$ cat src/cpg_pkg.sv
package cpg_pkg;
    // Register byte addresses on the bus
    localparam logic [7:0] ADR_CTRL = 8'h00;
    localparam logic [7:0] ADR_STEER = 8'h04;
    localparam logic [7:0] ADR_RSRC = 8'h08;
    localparam logic [7:0] ADR_FSRC = 8'h0c;
    localparam logic [7:0] ADR_PHASE = 8'h10;
    localparam logic [7:0] ADR_DBAND = 8'h14;
    localparam logic [7:0] ADR_BLANK = 8'h18;
    localparam logic [7:0] ADR_STAT = 8'h1c;

    // Field positions; timing registers: rising value in lane 0, falling in lane 1; source registers: enable in lane 0, sense in lane 1
    localparam int CTRL_EN = 0;
    localparam int CTRL_MODE = 1;
    localparam int CTRL_CS = 4;
    localparam int STEER_EN = 0;
    localparam int STEER_LVL = 4;
    localparam int LANE0 = 0;
    localparam int LANE1 = 8;
    localparam int STAT_PRIM = 4;
    localparam int STAT_COMP = 5;
    localparam int STAT_DIR = 6;

    // Reset values
    localparam logic [2:0] MODE_RST = 3'h0;
    localparam logic [1:0] CS_RST = 2'h0;
    localparam logic [3:0] STEER_RST = 4'h0;

    // Operating mode codes
    localparam logic [2:0] MD_STEER = 3'h0;
    localparam logic [2:0] MD_SSTEER = 3'h1;
    localparam logic [2:0] MD_FWD = 3'h2;
    localparam logic [2:0] MD_REV = 3'h3;
    localparam logic [2:0] MD_HALF = 3'h4;
    localparam logic [2:0] MD_PP = 3'h5;

    // Complementary outputs B and D in half-bridge
    localparam logic [3:0] HB_COMP_MASK = 4'ha;

    // Timing clock selection codes
    localparam logic [1:0] CS_OSC = 2'h0;
    localparam logic [1:0] CS_INSN = 2'h1;
    localparam logic [1:0] CS_SYS = 2'h2;

    // Clock rates and derived dividers
    localparam int SYS_HZ = 100_000_000;
    localparam int OSC_HZ = 8_000_000;
    localparam int DIV_W = 4;
    localparam logic [DIV_W-1:0] OSC_DIV = DIV_W'(SYS_HZ / OSC_HZ);
    localparam logic [DIV_W-1:0] INSN_DIV = 4'h4;
endpackage

$ cat src/cpg_top.sv
// Notes on behaviour
// - Steered outputs carry waveform, others static level
// - Steered mode applies steering the next cycle
// - Synchronous steered mode: steering waits for rise
// - Full bridge: one modulated, one fully on
// - Direction change delays modulated output by dead-band
// - Forward: D modulated, A held on
// - Reverse: B modulated, C held on
// - Half bridge makes primary and complementary pair
// - Primary to A/C, complementary to B/D
// - Half-bridge dead time leaves both outputs off
// - Push-pull alternates A/C and B/D pairs
// - Rise starts drive and swaps pair; fall ends
// - Blanking masks opposite event inputs after drive
// - Phase delay postpones drive after rising event
// - All timers count on the timing clock
// - Two-bit select picks oscillator, instruction, system clock
// - Enabled sources of each kind are ORed
// - Per-source sense: set edge, clear level
// - Zero delays start the primary at once
// - Rise: phase, clear complementary, blank, dead-band, primary
// - Fall: phase, clear primary, blank, dead-band, complementary
// - Disabled: primary inactive, complementary active
//
// Our own choices: the Wishbone register port and the register offsets.
module cpg_top #(
    parameter int N_SRC = 8,
    parameter int TW = 8
) (
    // Clock and reset
    input wire logic mclk_i,
    input wire logic reset_i,
    // Wishbone classic slave
    input wire logic wb_cyc_i,
    input wire logic wb_stb_i,
    input wire logic wb_we_i,
    input wire logic [7:0] wb_adr_i,
    input wire logic [3:0] wb_sel_i,
    input wire logic [31:0] wb_dat_i,
    output logic [31:0] wb_dat_o,
    output logic wb_ack_o,
    // Event sources
    input wire logic [N_SRC-1:0] rise_src_i,
    input wire logic [N_SRC-1:0] fall_src_i,
    // Drive outputs
    output logic drive_out_a_o,
    output logic drive_out_b_o,
    output logic drive_out_c_o,
    output logic drive_out_d_o
);
    typedef enum logic [5:0] {
        ST_COMP = 6'h01,
        ST_RPH = 6'h02,
        ST_RDB = 6'h04,
        ST_ON = 6'h08,
        ST_FPH = 6'h10,
        ST_FDB = 6'h20
    } cpg_state_t;

    if (TW < 1 || TW > 8) begin : g_chk
        $error("TW must lie in 1..8");
    end

    logic en_r;
    logic [2:0] mode_r;
    logic [1:0] cs_r;
    logic [3:0] steer_r, static_r, steer_act_r;
    logic steer_pend_r;
    logic [N_SRC-1:0] rsrc_en_r, rsense_r, fsrc_en_r, fsense_r;
    logic [TW-1:0] rph_r, fph_r, rdb_r, fdb_r, rblk_r, fblk_r;
    logic [TW-1:0] cnt_r, cnt_nxt, rblk_cnt_r, fblk_cnt_r, fb_hold_r;
    logic [TW-1:0] rdb_eff, fdb_eff;
    localparam int DIV_W_L = cpg_pkg::DIV_W;
    logic [DIV_W_L-1:0] div_r;
    logic tick_r;
    logic rise_sig, fall_sig, rise_prev_r, fall_prev_r;
    logic rise_go, fall_go, do_rise, do_fall, rdone, fdone;
    logic rblk_go, fblk_go;
    cpg_state_t st_r, st_nxt;
    logic prim_r, comp_r, prim_nxt, comp_nxt;
    logic pp_sel_r, fb_dir_r, fb_dir_nxt, fb_mode;
    logic [3:0] wave, out_nxt;
    logic wb_req, wb_wr, wr_steer;
    logic [31:0] rd_nxt;

    // Bus request; ack one cycle later, write lands on the edge the master sees ack
    assign wb_req = wb_cyc_i & wb_stb_i & ~wb_ack_o;
    assign wb_wr = wb_cyc_i & wb_stb_i & wb_we_i & wb_ack_o;
    assign wr_steer = wb_wr & (wb_adr_i == cpg_pkg::ADR_STEER) & wb_sel_i[0];

    always_ff @(posedge mclk_i) begin
        if (reset_i) begin
            wb_ack_o <= 1'b0;
            wb_dat_o <= '0;
        end else begin
            wb_ack_o <= wb_req;
            wb_dat_o <= wb_req ? rd_nxt : wb_dat_o;
        end
    end

    // Register writes, byte lane per field group
    always_ff @(posedge mclk_i) begin
        if (reset_i) begin
            en_r <= 1'b0;
            mode_r <= cpg_pkg::MODE_RST;
            cs_r <= cpg_pkg::CS_RST;
            steer_r <= cpg_pkg::STEER_RST;
            static_r <= cpg_pkg::STEER_RST;
            rsrc_en_r <= '0;
            rsense_r <= '0;
            fsrc_en_r <= '0;
            fsense_r <= '0;
            {rph_r, fph_r, rdb_r, fdb_r, rblk_r, fblk_r} <= '0;
        end else if (wb_wr) begin
            unique case (wb_adr_i)
                cpg_pkg::ADR_CTRL: if (wb_sel_i[0]) begin
                    en_r <= wb_dat_i[cpg_pkg::CTRL_EN];
                    mode_r <= wb_dat_i[cpg_pkg::CTRL_MODE +: 3];
                    cs_r <= wb_dat_i[cpg_pkg::CTRL_CS +: 2];
                end
                cpg_pkg::ADR_STEER: if (wb_sel_i[0]) begin
                    steer_r <= wb_dat_i[cpg_pkg::STEER_EN +: 4];
                    static_r <= wb_dat_i[cpg_pkg::STEER_LVL +: 4];
                end
                cpg_pkg::ADR_RSRC: begin
                    if (wb_sel_i[0]) rsrc_en_r <= wb_dat_i[cpg_pkg::LANE0 +: N_SRC];
                    if (wb_sel_i[1]) rsense_r <= wb_dat_i[cpg_pkg::LANE1 +: N_SRC];
                end
                cpg_pkg::ADR_FSRC: begin
                    if (wb_sel_i[0]) fsrc_en_r <= wb_dat_i[cpg_pkg::LANE0 +: N_SRC];
                    if (wb_sel_i[1]) fsense_r <= wb_dat_i[cpg_pkg::LANE1 +: N_SRC];
                end
                cpg_pkg::ADR_PHASE: begin
                    if (wb_sel_i[0]) rph_r <= wb_dat_i[cpg_pkg::LANE0 +: TW];
                    if (wb_sel_i[1]) fph_r <= wb_dat_i[cpg_pkg::LANE1 +: TW];
                end
                cpg_pkg::ADR_DBAND: begin
                    if (wb_sel_i[0]) rdb_r <= wb_dat_i[cpg_pkg::LANE0 +: TW];
                    if (wb_sel_i[1]) fdb_r <= wb_dat_i[cpg_pkg::LANE1 +: TW];
                end
                cpg_pkg::ADR_BLANK: begin
                    if (wb_sel_i[0]) rblk_r <= wb_dat_i[cpg_pkg::LANE0 +: TW];
                    if (wb_sel_i[1]) fblk_r <= wb_dat_i[cpg_pkg::LANE1 +: TW];
                end
                default: ; // Status and unmapped writes are dropped
            endcase
        end
    end

    // Read mux; unmapped addresses read zero
    always_comb begin
        rd_nxt = '0;
        unique case (wb_adr_i)
            cpg_pkg::ADR_CTRL: begin
                rd_nxt[cpg_pkg::CTRL_EN] = en_r;
                rd_nxt[cpg_pkg::CTRL_MODE +: 3] = mode_r;
                rd_nxt[cpg_pkg::CTRL_CS +: 2] = cs_r;
            end
            cpg_pkg::ADR_STEER: begin
                rd_nxt[cpg_pkg::STEER_EN +: 4] = steer_r;
                rd_nxt[cpg_pkg::STEER_LVL +: 4] = static_r;
            end
            cpg_pkg::ADR_RSRC: begin
                rd_nxt[cpg_pkg::LANE0 +: N_SRC] = rsrc_en_r;
                rd_nxt[cpg_pkg::LANE1 +: N_SRC] = rsense_r;
            end
            cpg_pkg::ADR_FSRC: begin
                rd_nxt[cpg_pkg::LANE0 +: N_SRC] = fsrc_en_r;
                rd_nxt[cpg_pkg::LANE1 +: N_SRC] = fsense_r;
            end
            cpg_pkg::ADR_PHASE: begin
                rd_nxt[cpg_pkg::LANE0 +: TW] = rph_r;
                rd_nxt[cpg_pkg::LANE1 +: TW] = fph_r;
            end
            cpg_pkg::ADR_DBAND: begin
                rd_nxt[cpg_pkg::LANE0 +: TW] = rdb_r;
                rd_nxt[cpg_pkg::LANE1 +: TW] = fdb_r;
            end
            cpg_pkg::ADR_BLANK: begin
                rd_nxt[cpg_pkg::LANE0 +: TW] = rblk_r;
                rd_nxt[cpg_pkg::LANE1 +: TW] = fblk_r;
            end
            cpg_pkg::ADR_STAT: begin
                rd_nxt[3:0] = {drive_out_d_o, drive_out_c_o, drive_out_b_o, drive_out_a_o};
                rd_nxt[cpg_pkg::STAT_PRIM] = prim_r;
                rd_nxt[cpg_pkg::STAT_COMP] = comp_r;
                rd_nxt[cpg_pkg::STAT_DIR] = fb_dir_r;
            end
            default: ;
        endcase
    end

    // Timing clock enable; oscillator rate is approximated by whole divide
    always_ff @(posedge mclk_i) begin
        if (reset_i) begin
            div_r <= '0;
            tick_r <= 1'b0;
        end else if (cs_r == cpg_pkg::CS_SYS) begin
            div_r <= '0;
            tick_r <= 1'b1;
        end else if (div_r >= ((cs_r == cpg_pkg::CS_INSN) ? cpg_pkg::INSN_DIV
                                                           : cpg_pkg::OSC_DIV) - 1'b1) begin
            div_r <= '0;
            tick_r <= 1'b1;
        end else begin
            div_r <= div_r + 1'b1;
            tick_r <= 1'b0;
        end
    end

    // Event conditioning per direction
    cpg_evt_cond #(.N_SRC(N_SRC)) u_rise (
        .mclk_i(mclk_i),
        .reset_i(reset_i),
        .src_i(rise_src_i),
        .enable_i(rsrc_en_r),
        .sense_i(rsense_r),
        .comb_o(rise_sig)
    );
    cpg_evt_cond #(.N_SRC(N_SRC)) u_fall (
        .mclk_i(mclk_i),
        .reset_i(reset_i),
        .src_i(fall_src_i),
        .enable_i(fsrc_en_r),
        .sense_i(fsense_r),
        .comb_o(fall_sig)
    );

    always_ff @(posedge mclk_i) begin
        if (reset_i) begin
            rise_prev_r <= 1'b0;
            fall_prev_r <= 1'b0;
        end else begin
            rise_prev_r <= rise_sig;
            fall_prev_r <= fall_sig;
        end
    end

    // Events are low-to-high transitions, masked by opposite blanking
    assign rise_go = en_r & rise_sig & ~rise_prev_r & (fblk_cnt_r == '0);
    assign fall_go = en_r & fall_sig & ~fall_prev_r & (rblk_cnt_r == '0);
    assign do_rise = rise_go & (st_r inside {ST_COMP, ST_FPH, ST_FDB});
    assign do_fall = fall_go & (st_r inside {ST_RPH, ST_RDB, ST_ON});

    // Sequencer dead time only shapes half-bridge edges
    assign rdb_eff = (mode_r == cpg_pkg::MD_HALF) ? rdb_r : '0;
    assign fdb_eff = (mode_r == cpg_pkg::MD_HALF) ? fdb_r : '0;

    // Event sequencer; an opposite event aborts the sequence in progress
    always_comb begin
        st_nxt = st_r;
        cnt_nxt = (tick_r && cnt_r != '0) ? cnt_r - 1'b1 : cnt_r;
        prim_nxt = prim_r;
        comp_nxt = comp_r;
        rblk_go = 1'b0;
        fblk_go = 1'b0;
        rdone = 1'b0;
        fdone = 1'b0;
        if (do_rise) begin
            if (rph_r != '0) begin
                st_nxt = ST_RPH;
                cnt_nxt = rph_r;
            end else begin
                rdone = 1'b1;
            end
        end else if (do_fall) begin
            if (fph_r != '0) begin
                st_nxt = ST_FPH;
                cnt_nxt = fph_r;
            end else begin
                fdone = 1'b1;
            end
        end else begin
            unique case (st_r)
                ST_RPH: rdone = (cnt_r == '0);
                ST_FPH: fdone = (cnt_r == '0);
                ST_RDB: if (cnt_r == '0) begin
                    prim_nxt = 1'b1;
                    st_nxt = ST_ON;
                end
                ST_FDB: if (cnt_r == '0) begin
                    comp_nxt = 1'b1;
                    st_nxt = ST_COMP;
                end
                ST_COMP, ST_ON: ;
            endcase
        end
        if (rdone) begin
            comp_nxt = 1'b0;
            rblk_go = 1'b1;
            if (rdb_eff != '0) begin
                st_nxt = ST_RDB;
                cnt_nxt = rdb_eff;
            end else begin
                prim_nxt = 1'b1;
                st_nxt = ST_ON;
            end
        end
        if (fdone) begin
            prim_nxt = 1'b0;
            fblk_go = 1'b1;
            if (fdb_eff != '0) begin
                st_nxt = ST_FDB;
                cnt_nxt = fdb_eff;
            end else begin
                comp_nxt = 1'b1;
                st_nxt = ST_COMP;
            end
        end
    end

    always_ff @(posedge mclk_i) begin
        if (reset_i || !en_r) begin
            st_r <= ST_COMP;
            cnt_r <= '0;
            prim_r <= 1'b0;
            comp_r <= 1'b1;
        end else begin
            st_r <= st_nxt;
            cnt_r <= cnt_nxt;
            prim_r <= prim_nxt;
            comp_r <= comp_nxt;
        end
    end

    // Blanking counters; rise blanks falling inputs and vice versa
    always_ff @(posedge mclk_i) begin
        if (reset_i || !en_r) begin
            rblk_cnt_r <= '0;
            fblk_cnt_r <= '0;
        end else begin
            if (rblk_go) rblk_cnt_r <= rblk_r;
            else if (tick_r && rblk_cnt_r != '0) rblk_cnt_r <= rblk_cnt_r - 1'b1;
            if (fblk_go) fblk_cnt_r <= fblk_r;
            else if (tick_r && fblk_cnt_r != '0) fblk_cnt_r <= fblk_cnt_r - 1'b1;
        end
    end

    // Push-pull pair select flips on each accepted rise
    always_ff @(posedge mclk_i) begin
        if (reset_i) begin
            pp_sel_r <= 1'b0;
        end else if (do_rise && mode_r == cpg_pkg::MD_PP) begin
            pp_sel_r <= ~pp_sel_r;
        end
    end

    // Full-bridge direction; modulated leg held off for the dead time
    assign fb_mode = (mode_r == cpg_pkg::MD_FWD) || (mode_r == cpg_pkg::MD_REV);
    assign fb_dir_nxt = (mode_r == cpg_pkg::MD_REV);
    always_ff @(posedge mclk_i) begin
        if (reset_i) begin
            fb_dir_r <= 1'b0;
            fb_hold_r <= '0;
        end else if (fb_mode && fb_dir_nxt != fb_dir_r) begin
            fb_dir_r <= fb_dir_nxt;
            fb_hold_r <= fb_dir_nxt ? fdb_r : rdb_r;
        end else if (tick_r && fb_hold_r != '0) begin
            fb_hold_r <= fb_hold_r - 1'b1;
        end
    end

    // Steering; synchronous mode defers to the next rise
    always_ff @(posedge mclk_i) begin
        if (reset_i) begin
            steer_act_r <= cpg_pkg::STEER_RST;
            steer_pend_r <= 1'b0;
        end else begin
            if (wr_steer) steer_pend_r <= 1'b1; // Set wins over clear
            else if (do_rise) steer_pend_r <= 1'b0;
            if (mode_r != cpg_pkg::MD_SSTEER) steer_act_r <= steer_r;
            else if (do_rise && steer_pend_r) steer_act_r <= steer_r;
        end
    end

    // Per-mode waveform, bit order D C B A
    always_comb begin
        wave = '0;
        if (!en_r) begin
            wave = (mode_r == cpg_pkg::MD_HALF) ? cpg_pkg::HB_COMP_MASK : '0;
        end else begin
            unique case (mode_r)
                cpg_pkg::MD_STEER, cpg_pkg::MD_SSTEER: wave = {4{prim_r}};
                cpg_pkg::MD_FWD, cpg_pkg::MD_REV: begin
                    wave[0] = ~fb_dir_r;
                    wave[3] = ~fb_dir_r & prim_r & (fb_hold_r == '0);
                    wave[2] = fb_dir_r;
                    wave[1] = fb_dir_r & prim_r & (fb_hold_r == '0);
                end
                cpg_pkg::MD_HALF: wave = {comp_r, prim_r, comp_r, prim_r};
                cpg_pkg::MD_PP: begin
                    wave[0] = prim_r & ~pp_sel_r;
                    wave[2] = prim_r & ~pp_sel_r;
                    wave[1] = prim_r & pp_sel_r;
                    wave[3] = prim_r & pp_sel_r;
                end
                default: wave = '0;
            endcase
        end
    end

    // Unsteered outputs show their static level
    assign out_nxt = (steer_act_r & wave) | (~steer_act_r & static_r);

    always_ff @(posedge mclk_i) begin
        if (reset_i) begin
            {drive_out_d_o, drive_out_c_o, drive_out_b_o, drive_out_a_o} <= '0;
        end else begin
            {drive_out_d_o, drive_out_c_o, drive_out_b_o, drive_out_a_o} <= out_nxt;
        end
    end

    // Checks
    ack_pulse_a: assert property (@(posedge mclk_i) disable iff (reset_i)
        wb_ack_o |=> !wb_ack_o) else $error("ack held two cycles");
    static_level_a: assert property (@(posedge mclk_i) disable iff (reset_i)
        !steer_act_r[0] |=> drive_out_a_o == $past(static_r[0]))
        else $error("unsteered output not static");
    disabled_idle_a: assert property (@(posedge mclk_i) disable iff (reset_i)
        !en_r |=> !prim_r && comp_r) else $error("disabled drive wrong");
    fwd_hold_a: assert property (@(posedge mclk_i) disable iff (reset_i)
        en_r && fb_mode && !fb_dir_r && steer_act_r[0] |=> drive_out_a_o)
        else $error("forward A not on");
    rev_hold_a: assert property (@(posedge mclk_i) disable iff (reset_i)
        en_r && fb_mode && fb_dir_r && steer_act_r[2] |=> drive_out_c_o)
        else $error("reverse C not on");
    pp_pairs_a: assert property (@(posedge mclk_i) disable iff (reset_i)
        en_r && mode_r == cpg_pkg::MD_PP && steer_act_r == 4'hf
        |=> drive_out_a_o == drive_out_c_o && drive_out_b_o == drive_out_d_o)
        else $error("push-pull pairs differ");
    rise_now_a: assert property (@(posedge mclk_i) disable iff (reset_i)
        do_rise && rph_r == '0 && rdb_eff == '0 ##1 en_r |-> prim_r && !comp_r)
        else $error("primary not immediate");
    fall_blank_a: assert property (@(posedge mclk_i) disable iff (reset_i)
        en_r && rblk_cnt_r != '0 && st_r == ST_ON |=> prim_r)
        else $error("falling input not blanked");
    sync_steer_a: assert property (@(posedge mclk_i) disable iff (reset_i)
        mode_r == cpg_pkg::MD_SSTEER && !do_rise ##1 mode_r == cpg_pkg::MD_SSTEER
        |-> $stable(steer_act_r)) else $error("steering moved without rise");
    reserved_off_a: assert property (@(posedge mclk_i) disable iff (reset_i)
        en_r && mode_r > cpg_pkg::MD_PP && steer_act_r == 4'hf
        |=> !drive_out_a_o && !drive_out_b_o && !drive_out_c_o && !drive_out_d_o)
        else $error("reserved mode drives");
endmodule

$ cat src/cpg_evt_cond.sv
// Synchronises and qualifies event sources, then OR-combines them
module cpg_evt_cond #(
    parameter int N_SRC = 8
) (
    // Clock and reset
    input wire logic mclk_i,
    input wire logic reset_i,
    // Sources and their setup
    input wire logic [N_SRC-1:0] src_i,
    input wire logic [N_SRC-1:0] enable_i,
    input wire logic [N_SRC-1:0] sense_i,
    // Combined event level
    output logic comb_o
);
    logic [N_SRC-1:0] meta_r;
    logic [N_SRC-1:0] sync_r;
    logic [N_SRC-1:0] last_r;
    logic [N_SRC-1:0] hit;

    if (N_SRC < 1 || N_SRC > 8) begin : g_chk
        $error("N_SRC must lie in 1..8");
    end

    // Two-stage synchroniser; meta_r feeds only sync_r
    always_ff @(posedge mclk_i) begin
        if (reset_i) begin
            meta_r <= '0;
            sync_r <= '0;
            last_r <= '0;
        end else begin
            meta_r <= src_i;
            sync_r <= meta_r;
            last_r <= sync_r;
        end
    end

    // Edge sense gives a pulse, level sense passes the level
    for (genvar g = 0; g < N_SRC; g++) begin : g_src
        assign hit[g] = enable_i[g] & (sense_i[g] ? (sync_r[g] & ~last_r[g]) : sync_r[g]);
    end

    // Enabled sources are ORed into one event signal
    always_ff @(posedge mclk_i) begin
        if (reset_i) begin
            comb_o <= 1'b0;
        end else begin
            comb_o <= |hit;
        end
    end
endmodule

$ cat config.mk
export PLATFORM = sky130hd
export DESIGN_NAME = cpg_top
export DESIGN_NICKNAME = d
export VERILOG_FILES = /design/src/cpg_pkg.sv /design/src/cpg_top.sv /design/src/cpg_evt_cond.sv
export SDC_FILE = /design/constraint.sdc
export NUM_CORES = 1
export LEC_CHECK = 0
export ABC_CLOCK_PERIOD_IN_PS = 6750
export BUFFER_PORTS_ARGS = -buffer_cell sky130_fd_sc_hd__buf_2
export CAP_MARGIN = 40
export CELL_PAD_IN_SITES_DETAIL_PLACEMENT = 0
export CELL_PAD_IN_SITES_GLOBAL_PLACEMENT = 1
export CORE_AREA = 2 2 143 145
export CTS_BUF_LIST = sky130_fd_sc_hd__clkbuf_4
export CTS_CLUSTER_SIZE = 25
export DETAILED_ROUTE_END_ITERATION = 16
export DIE_AREA = 0 0 145 147
export GPL_TIMING_DRIVEN = 0
export PLACE_DENSITY = 0.92
export SYNTH_ARGS = -nofsm -noshare
export SYNTH_HDL_FRONTEND = slang
export SYNTH_SLANG_ARGS = --single-unit
$ cat constraint.sdc
create_clock -name mclk_i -period 6.75 [get_ports mclk_i]
set_input_delay 0 -clock mclk_i [delete_from_list [all_inputs] [get_ports mclk_i]]
set_output_delay 0 -clock mclk_i [all_outputs]
set_load 0.02 [all_outputs]
# After elaboration in Yosys (flattened, before gate mapping)
# Cells that the tools add are included.
classes:
  addsub: 6
  n_lt_le_gt_ge: 1
  eq_ne: 26
  mux: 82
  n_bitwise: 77
  reduce_logical: 51
op_table:
  columns: ["cell", "count"]
  rows:
  - ["$mux W8", 18]
  - ["$reduce_bool A8 Y1", 8]
  - ["$mux W6", 9]
  - ["$and A1 B1 Y1", 52]
  - ["$pmux W6 S8", 1]
  - ["$mux W1", 43]
  - ["$logic_not A8 Y1", 5]
  - ["$pmux W8 S5", 1]
  - ["$reduce_and A3 Y1", 12]
  - ["$eq A8 B5 Y1 const B", 4]
  - ["$sub A8 B1 Y8 const B", 4]
  - ["$mux W4", 6]
  - ["$not A1 Y1", 21]
  - ["$eq A8 B4 Y1 const B", 2]
  - ["$pmux W4 S4", 1]
  - ["$reduce_or A8 Y1", 2]
  - ["$ne A6 B5 Y1 const B", 2]
  - ["$pmux W6 S2", 1]
  - ["$reduce_bool A2 Y1", 5]
  - ["$and A4 B4 Y4", 2]
  - ["$eq A8 B3 Y1 const B", 1]
  - ["$logic_and A1 B1 Y1", 7]
  - ["$pmux W1 S7", 1]
  - ["$eq A3 B2 Y1 const B", 2]
  - ["other kinds (28)", 33]
totals:
  regBits: 219
  out_inout_bits: 37
  elab_cells: 287

# Depth between registers and ports, before layout
depth:
  depth_word: 10
  depth_mapped: 10
  depth_no_buf: 9

# Hierarchy
# Synthesis repeated with hierarchy kept, for this count alone.
unflattened:
  cells_unflattened: 1107
  area_unflattened_um2: 9918.3
by_module_without_submodules:
  columns: ["module", "instances", "cells_per_inst", "area_per_inst_um2"]
  rows:
  - ["cpg_top", 1, 971, 8309.2]
  - ["cpg_evt_cond", 2, 68, 804.5]

# Worst setup path after synthesis
# No wires, ideal clock.
synth_path:
  path_kind: "flip-flop to flip-flop"
  from: "reg cnt_r[0]"
  to: "reg cnt_r[7]"
  setup_ps: 119
  arrival_time_ps: 2067
  required_time_ps: 6631
  path_slack_ps: 4564
  path_stages_with_launch: 8
  path_buffers: 0
  cell_sequence: "dfxtp_1 -> or4b_1 -> or3_1 -> or4_1 -> xor2_1 -> nor2_1 -> o31ai_1 -> o21ai_1"
synth_between:
  elab_chain_cells: 10
synth_lines:
  columns: ["element", "line_no", "source"]
  rows:
  - ["from (decl)", "cpg_top.sv:71", "logic [TW-1:0] cnt_r, cnt_nxt, rblk_cnt_r, fblk_cnt_r, fb_hold_r;"]
  - ["from (signal assigned)", "cpg_top.sv:320", "cnt_r <= cnt_nxt;"]
  - ["parallel branches: the longest is 9 deep, another holds $sub A8 B1 Y8", null, null]
  - ["$mux W8 (*)", "cpg_top.sv:299", "if (fdone) begin"]
# Every way passes the cells marked *.
# A chain may end at the register's enable or synchronous reset.

# Final worst setup path
layout_path:
  from: "in wb_adr_i[7]"
  to: "reg wb_dat_o[10]"
layout_between:
  elab_chain_cells: 2
layout_lines:
  columns: ["element", "line_no", "source"]
  rows:
  - ["from (decl)", "cpg_top.sv:37", "input wire logic [7:0] wb_adr_i,"]
  - ["$eq A8 B5 Y1 / $eq A8 B4 Y1 (equally long branches)", "cpg_top.sv:153", "unique case (wb_adr_i)"]
  - ["$pmux W8 S5 (*)", "cpg_top.sv:153", null]
  - ["to (signal assigned)", "cpg_top.sv:97", "wb_dat_o <= wb_req ? rd_nxt : wb_dat_o;"]
  - ["to (decl)", "cpg_top.sv:40", "output logic [31:0] wb_dat_o,"]
# Every way passes the cells marked *; elsewhere a longest branch is shown, timed or not.

==> run_results.csv <==
group,metric,value,unit
logic_synthesis,syn_avg_cell_area,9.11,µm²
floorplanning,io_pins,102,
timing,fin_hold_ws,0.0355,ns
logic_synthesis,syn-instance-count,1074,
global_route,grt_max_degree,15,
power_and_ir_drop,ir_worst_vdd,161,µV
critical_path,path_max_fanout,10,
routing,vias,8865,
logic_synthesis,ys_seq_area_frac,0.448,
timing,setup_viol,0,
critical_path,critPathLaunchType,"primary input",
logic_synthesis,async_reset_ff_frac,0,
critical_path,reg2reg_to,"cnt_r[5]",
logic_synthesis,netlist_area,0.00978,mm²
routing,wl_per_cell,19.5,µm
routing,drtIter0Drc,922,
timing,worst_slack,3.95,ns
final_layout,final_nets,1329,
cts,cts_buffers,55,
timing,skew,0.0450,ns
power_and_ir_drop,leakagePower,4.30,nW
final_layout,regMostFlops,"wb_dat_o",
min_path,hold_path_depth,6,
logic_synthesis,synthFlopType,"dfxtp_1",
timing,report.final.slew_viol_count,0,
cts,cts_tree,"done",
final_layout,nFillCells,1788,
timing,period_needed,2.80,ns
cts,clk_path_buf_depth,3,
placement,portBuffers,66,
cts,clock-sinks,219,
critical_path,rrSetupSlack,4.16,ns
power_and_ir_drop,intPower,1.93,mW
cts,clk_pin_slew,0.07,ns
power_and_ir_drop,power_switching,0.610,mW
critical_path,critPathCaptureType,"flop",
routing,ant_nets,0,
outcome,status,"finished, final reports clean",
min_path,holdPathEnd,"wb_dat_o[3]",
placement,place_ws,4.21,ns
cts,h-tree-depth,2,
timing,setup_tns,0,ns
final_layout,areaGrowthSynthToFinish,18.5,%
floorplanning,row_count,52,
floorplanning,initial_utilization,0.493,
floorplanning,dieArea,0.0213,mm²
logic_synthesis,ys_top_cells_by_area,"dfxtp_1, mux2i_1, nor2_1",
min_path,min_path_type,"primary input to flop",
final_layout,drive_gt1_frac,0.153,
critical_path,worstRegToRegCells,8,
final_layout,largest_reg_flops,16,
timing,tightest_slew,0.859,ns
global_route,overflow,0,
final_layout,layout_commonest_cell,"dfxtp_1",
routing,viasPerCell,5.68,
global_route,grt_usage,0.283,
logic_synthesis,synth_top_area_share,0.448,
timing,rsz0062_at_grt,"no",
floorplanning,core_area,0.0198,mm²
cts,postCtsResizedCells,0,
cts,clock-root-buffer,"clkbuf_4",
timing,max_freq,357,MHz
timing,final_hold_viol_count,0,
placement,gp_congestion,0.961,
power_and_ir_drop,power_density,219,mW/mm²
logic_synthesis,ys_ff_latch,219,
logic_synthesis,synth_warnings,0,
floorplanning,die_x,145,µm
critical_path,critical_path_class,"primary input to flop",
global_route,grt_first_pass_wirelength,47200,µm
logic_synthesis,synth_top_area_cell,"dfxtp_1",
routing,firstDrtPassIters,8,
final_layout,mostFrequentLayoutCells,"dfxtp_1, nor2_1, mux2i_1",
power_and_ir_drop,pwr-share-comb,0.050,
placement,dp_hpwl,21900,µm
routing,drcViolationCount,0,
critical_path,regToRegStartpoint,"en_r",
global_route,grt_pass1_vias,8713,
logic_synthesis,ys_types,72,
timing,slew_headroom,0.423,
power_and_ir_drop,pwr-share-clk,0.432,
critical_path,cp.required,7.36,ns
cts,worst_skew_pair.late_latency,0.71,ns
global_route,antenna_found_initial,1,
floorplanning,fp.dieH,147,µm
power_and_ir_drop,seq_power_share,0.519,
power_and_ir_drop,switching_share,0.240,
routing,wl,30400,µm
critical_path,cp.arrival,3.41,ns
timing,timing.final.crit_share,0.416,
logic_synthesis,synth-edff-count,0,
min_path,hp-start,"wb_adr_i[4]",
run,cap_viol_max_count,0,
## synth_stat cells (all sizes together), types with 2 or more instances
cell,number
dfxtp,219
nor2,193
mux2i,107
nand2,65
nor2b,55
a21oi,47
clkbuf,37
a22oi,36
o21ai,30
a211oi,27
buf,26
nor3,20
nor4,19
xnor2,15
inv,12
nand3,12
xor2,12
ha,10
or4,10
a22o,9
nand2b,9
nand4,8
o22ai,8
a311oi,7
a221oi,6
a31oi,6
and2,6
or3,6
a21boi,5
nand3b,5
nor3b,4
a21o,3
a222oi,3
and3,3
mux2,3
o221ai,3
o31ai,3
a2111oi,2
nand4b,2
o21a,2
or4b,2
## kinds of logic after synthesis
| kind of cell | after synthesis | synth area share |
|---|---|---|
| buffers and inverters | 75 | 0.0372 |
| DFF | 219 | 0.448 |
| adders and majority gates | 10 | 0.0128 |
| and+or+nand+nor | 425 | 0.217 |
| xor gates and xnor gates | 27 | 0.0242 |
| other | 1 | 0.000383 |
| muxes | 110 | 0.113 |
| AOI/OAI and AO/OA | 207 | 0.147 |
## power by group through the flow
stage / combinational (mW) / clock, mW / sequential [mW]
floorplan: 0.0527 / 0 / 1.35
global placement: 0.103 / 0 / 1.34
detailed placement: 0.105 / 0 / 1.34
CTS: 0.122 / 1.11 / 1.32
global route: 0.134 / 1.19 / 1.32
finish: 0.126 / 1.10 / 1.32
## worst max-delay path, stage by stage
cell,delay [ns]
dlygate4sd3_1,0.54
buf_2,0.13
nor4_1,0.48
dlygate4sd3_1,0.64
nand2b_1,0.14
nor2_1,0.37
clkbuf_1,0.49
a22oi_1,0.23
nand4_1,0.18
o21ai_0,0.10
nor2_1,0.10
## through the flow
| step | power, mW | instance area [µm²] | utilization | instances |
|---|---|---|---|---|
| 5_1_grt | 2.64 | 11600 | 0.584 | 1560 |
| 3_3_place_gp | 1.45 | 10500 | 0.529 | 1425 |
| 3_5_place_dp | 1.45 | 10500 | 0.530 | 1427 |
| 6_report | 2.54 | 11600 | 0.584 | 1560 |
| 4_1_cts | 2.55 | 11600 | 0.584 | 1559 |
| 2_1_floorplan | 1.40 | 9840 | - | 1089 |
## repair_timing
| action | 4_1_cts | 5_1_grt |
|---|---|---|
| buffers inserted | 0 | 0 |
| hold endpoints to repair | 118 | 0 |
| hold buffers | 40 | 0 |
| setup endpoints to repair | 0 | 0 |
## per-layer routing
layer / routed length [µm] / vias to the layer above / part of all wire / global-route usage
met3: 2460 / 99 / 0.081 / 0.0488
li1: - / 4191 / - / -
met5: 0 / - / 0 / 0
met1: 12300 / 4129 / 0.41 / 0.351
met2: 14400 / 446 / 0.47 / 0.485
met4: 1220 / 0 / 0.040 / 0.128
## worst max path at each step
stage                    to  depth (start not counted)         from  slack, ns
2_1_floorplan      cnt_r[7]                          7     cnt_r[0]       4.56
3_3_place_gp       cnt_r[6]                          8    mode_r[0]       3.86
3_5_place_dp       cnt_r[5]                          8         en_r       4.21
4_1_cts         wb_dat_o[9]                         11  wb_adr_i[7]       4.03
5_1_grt         wb_dat_o[7]                         11  wb_adr_i[7]       3.79
6_report       wb_dat_o[10]                         11  wb_adr_i[7]       3.95
## layout make-up
type | count | area [µm²] | area share
Inverter | 12 | 45.0 | 0.00389
Multi-Input combinational cell | 795 | 5090 | 0.439
Buffer | 63 | 319 | 0.0275
Timing Repair Buffer | 108 | 743 | 0.0641
Clock buffer | 72 | 541 | 0.0466
Antenna cell | 1 | 2.50 | 0.000216
Sequential cell | 219 | 4380 | 0.378
Tap cell | 270 | 338 | 0.0291
Clock inverter | 20 | 131 | 0.0113
No activity file was read; power rests on OpenSTA's default activity.
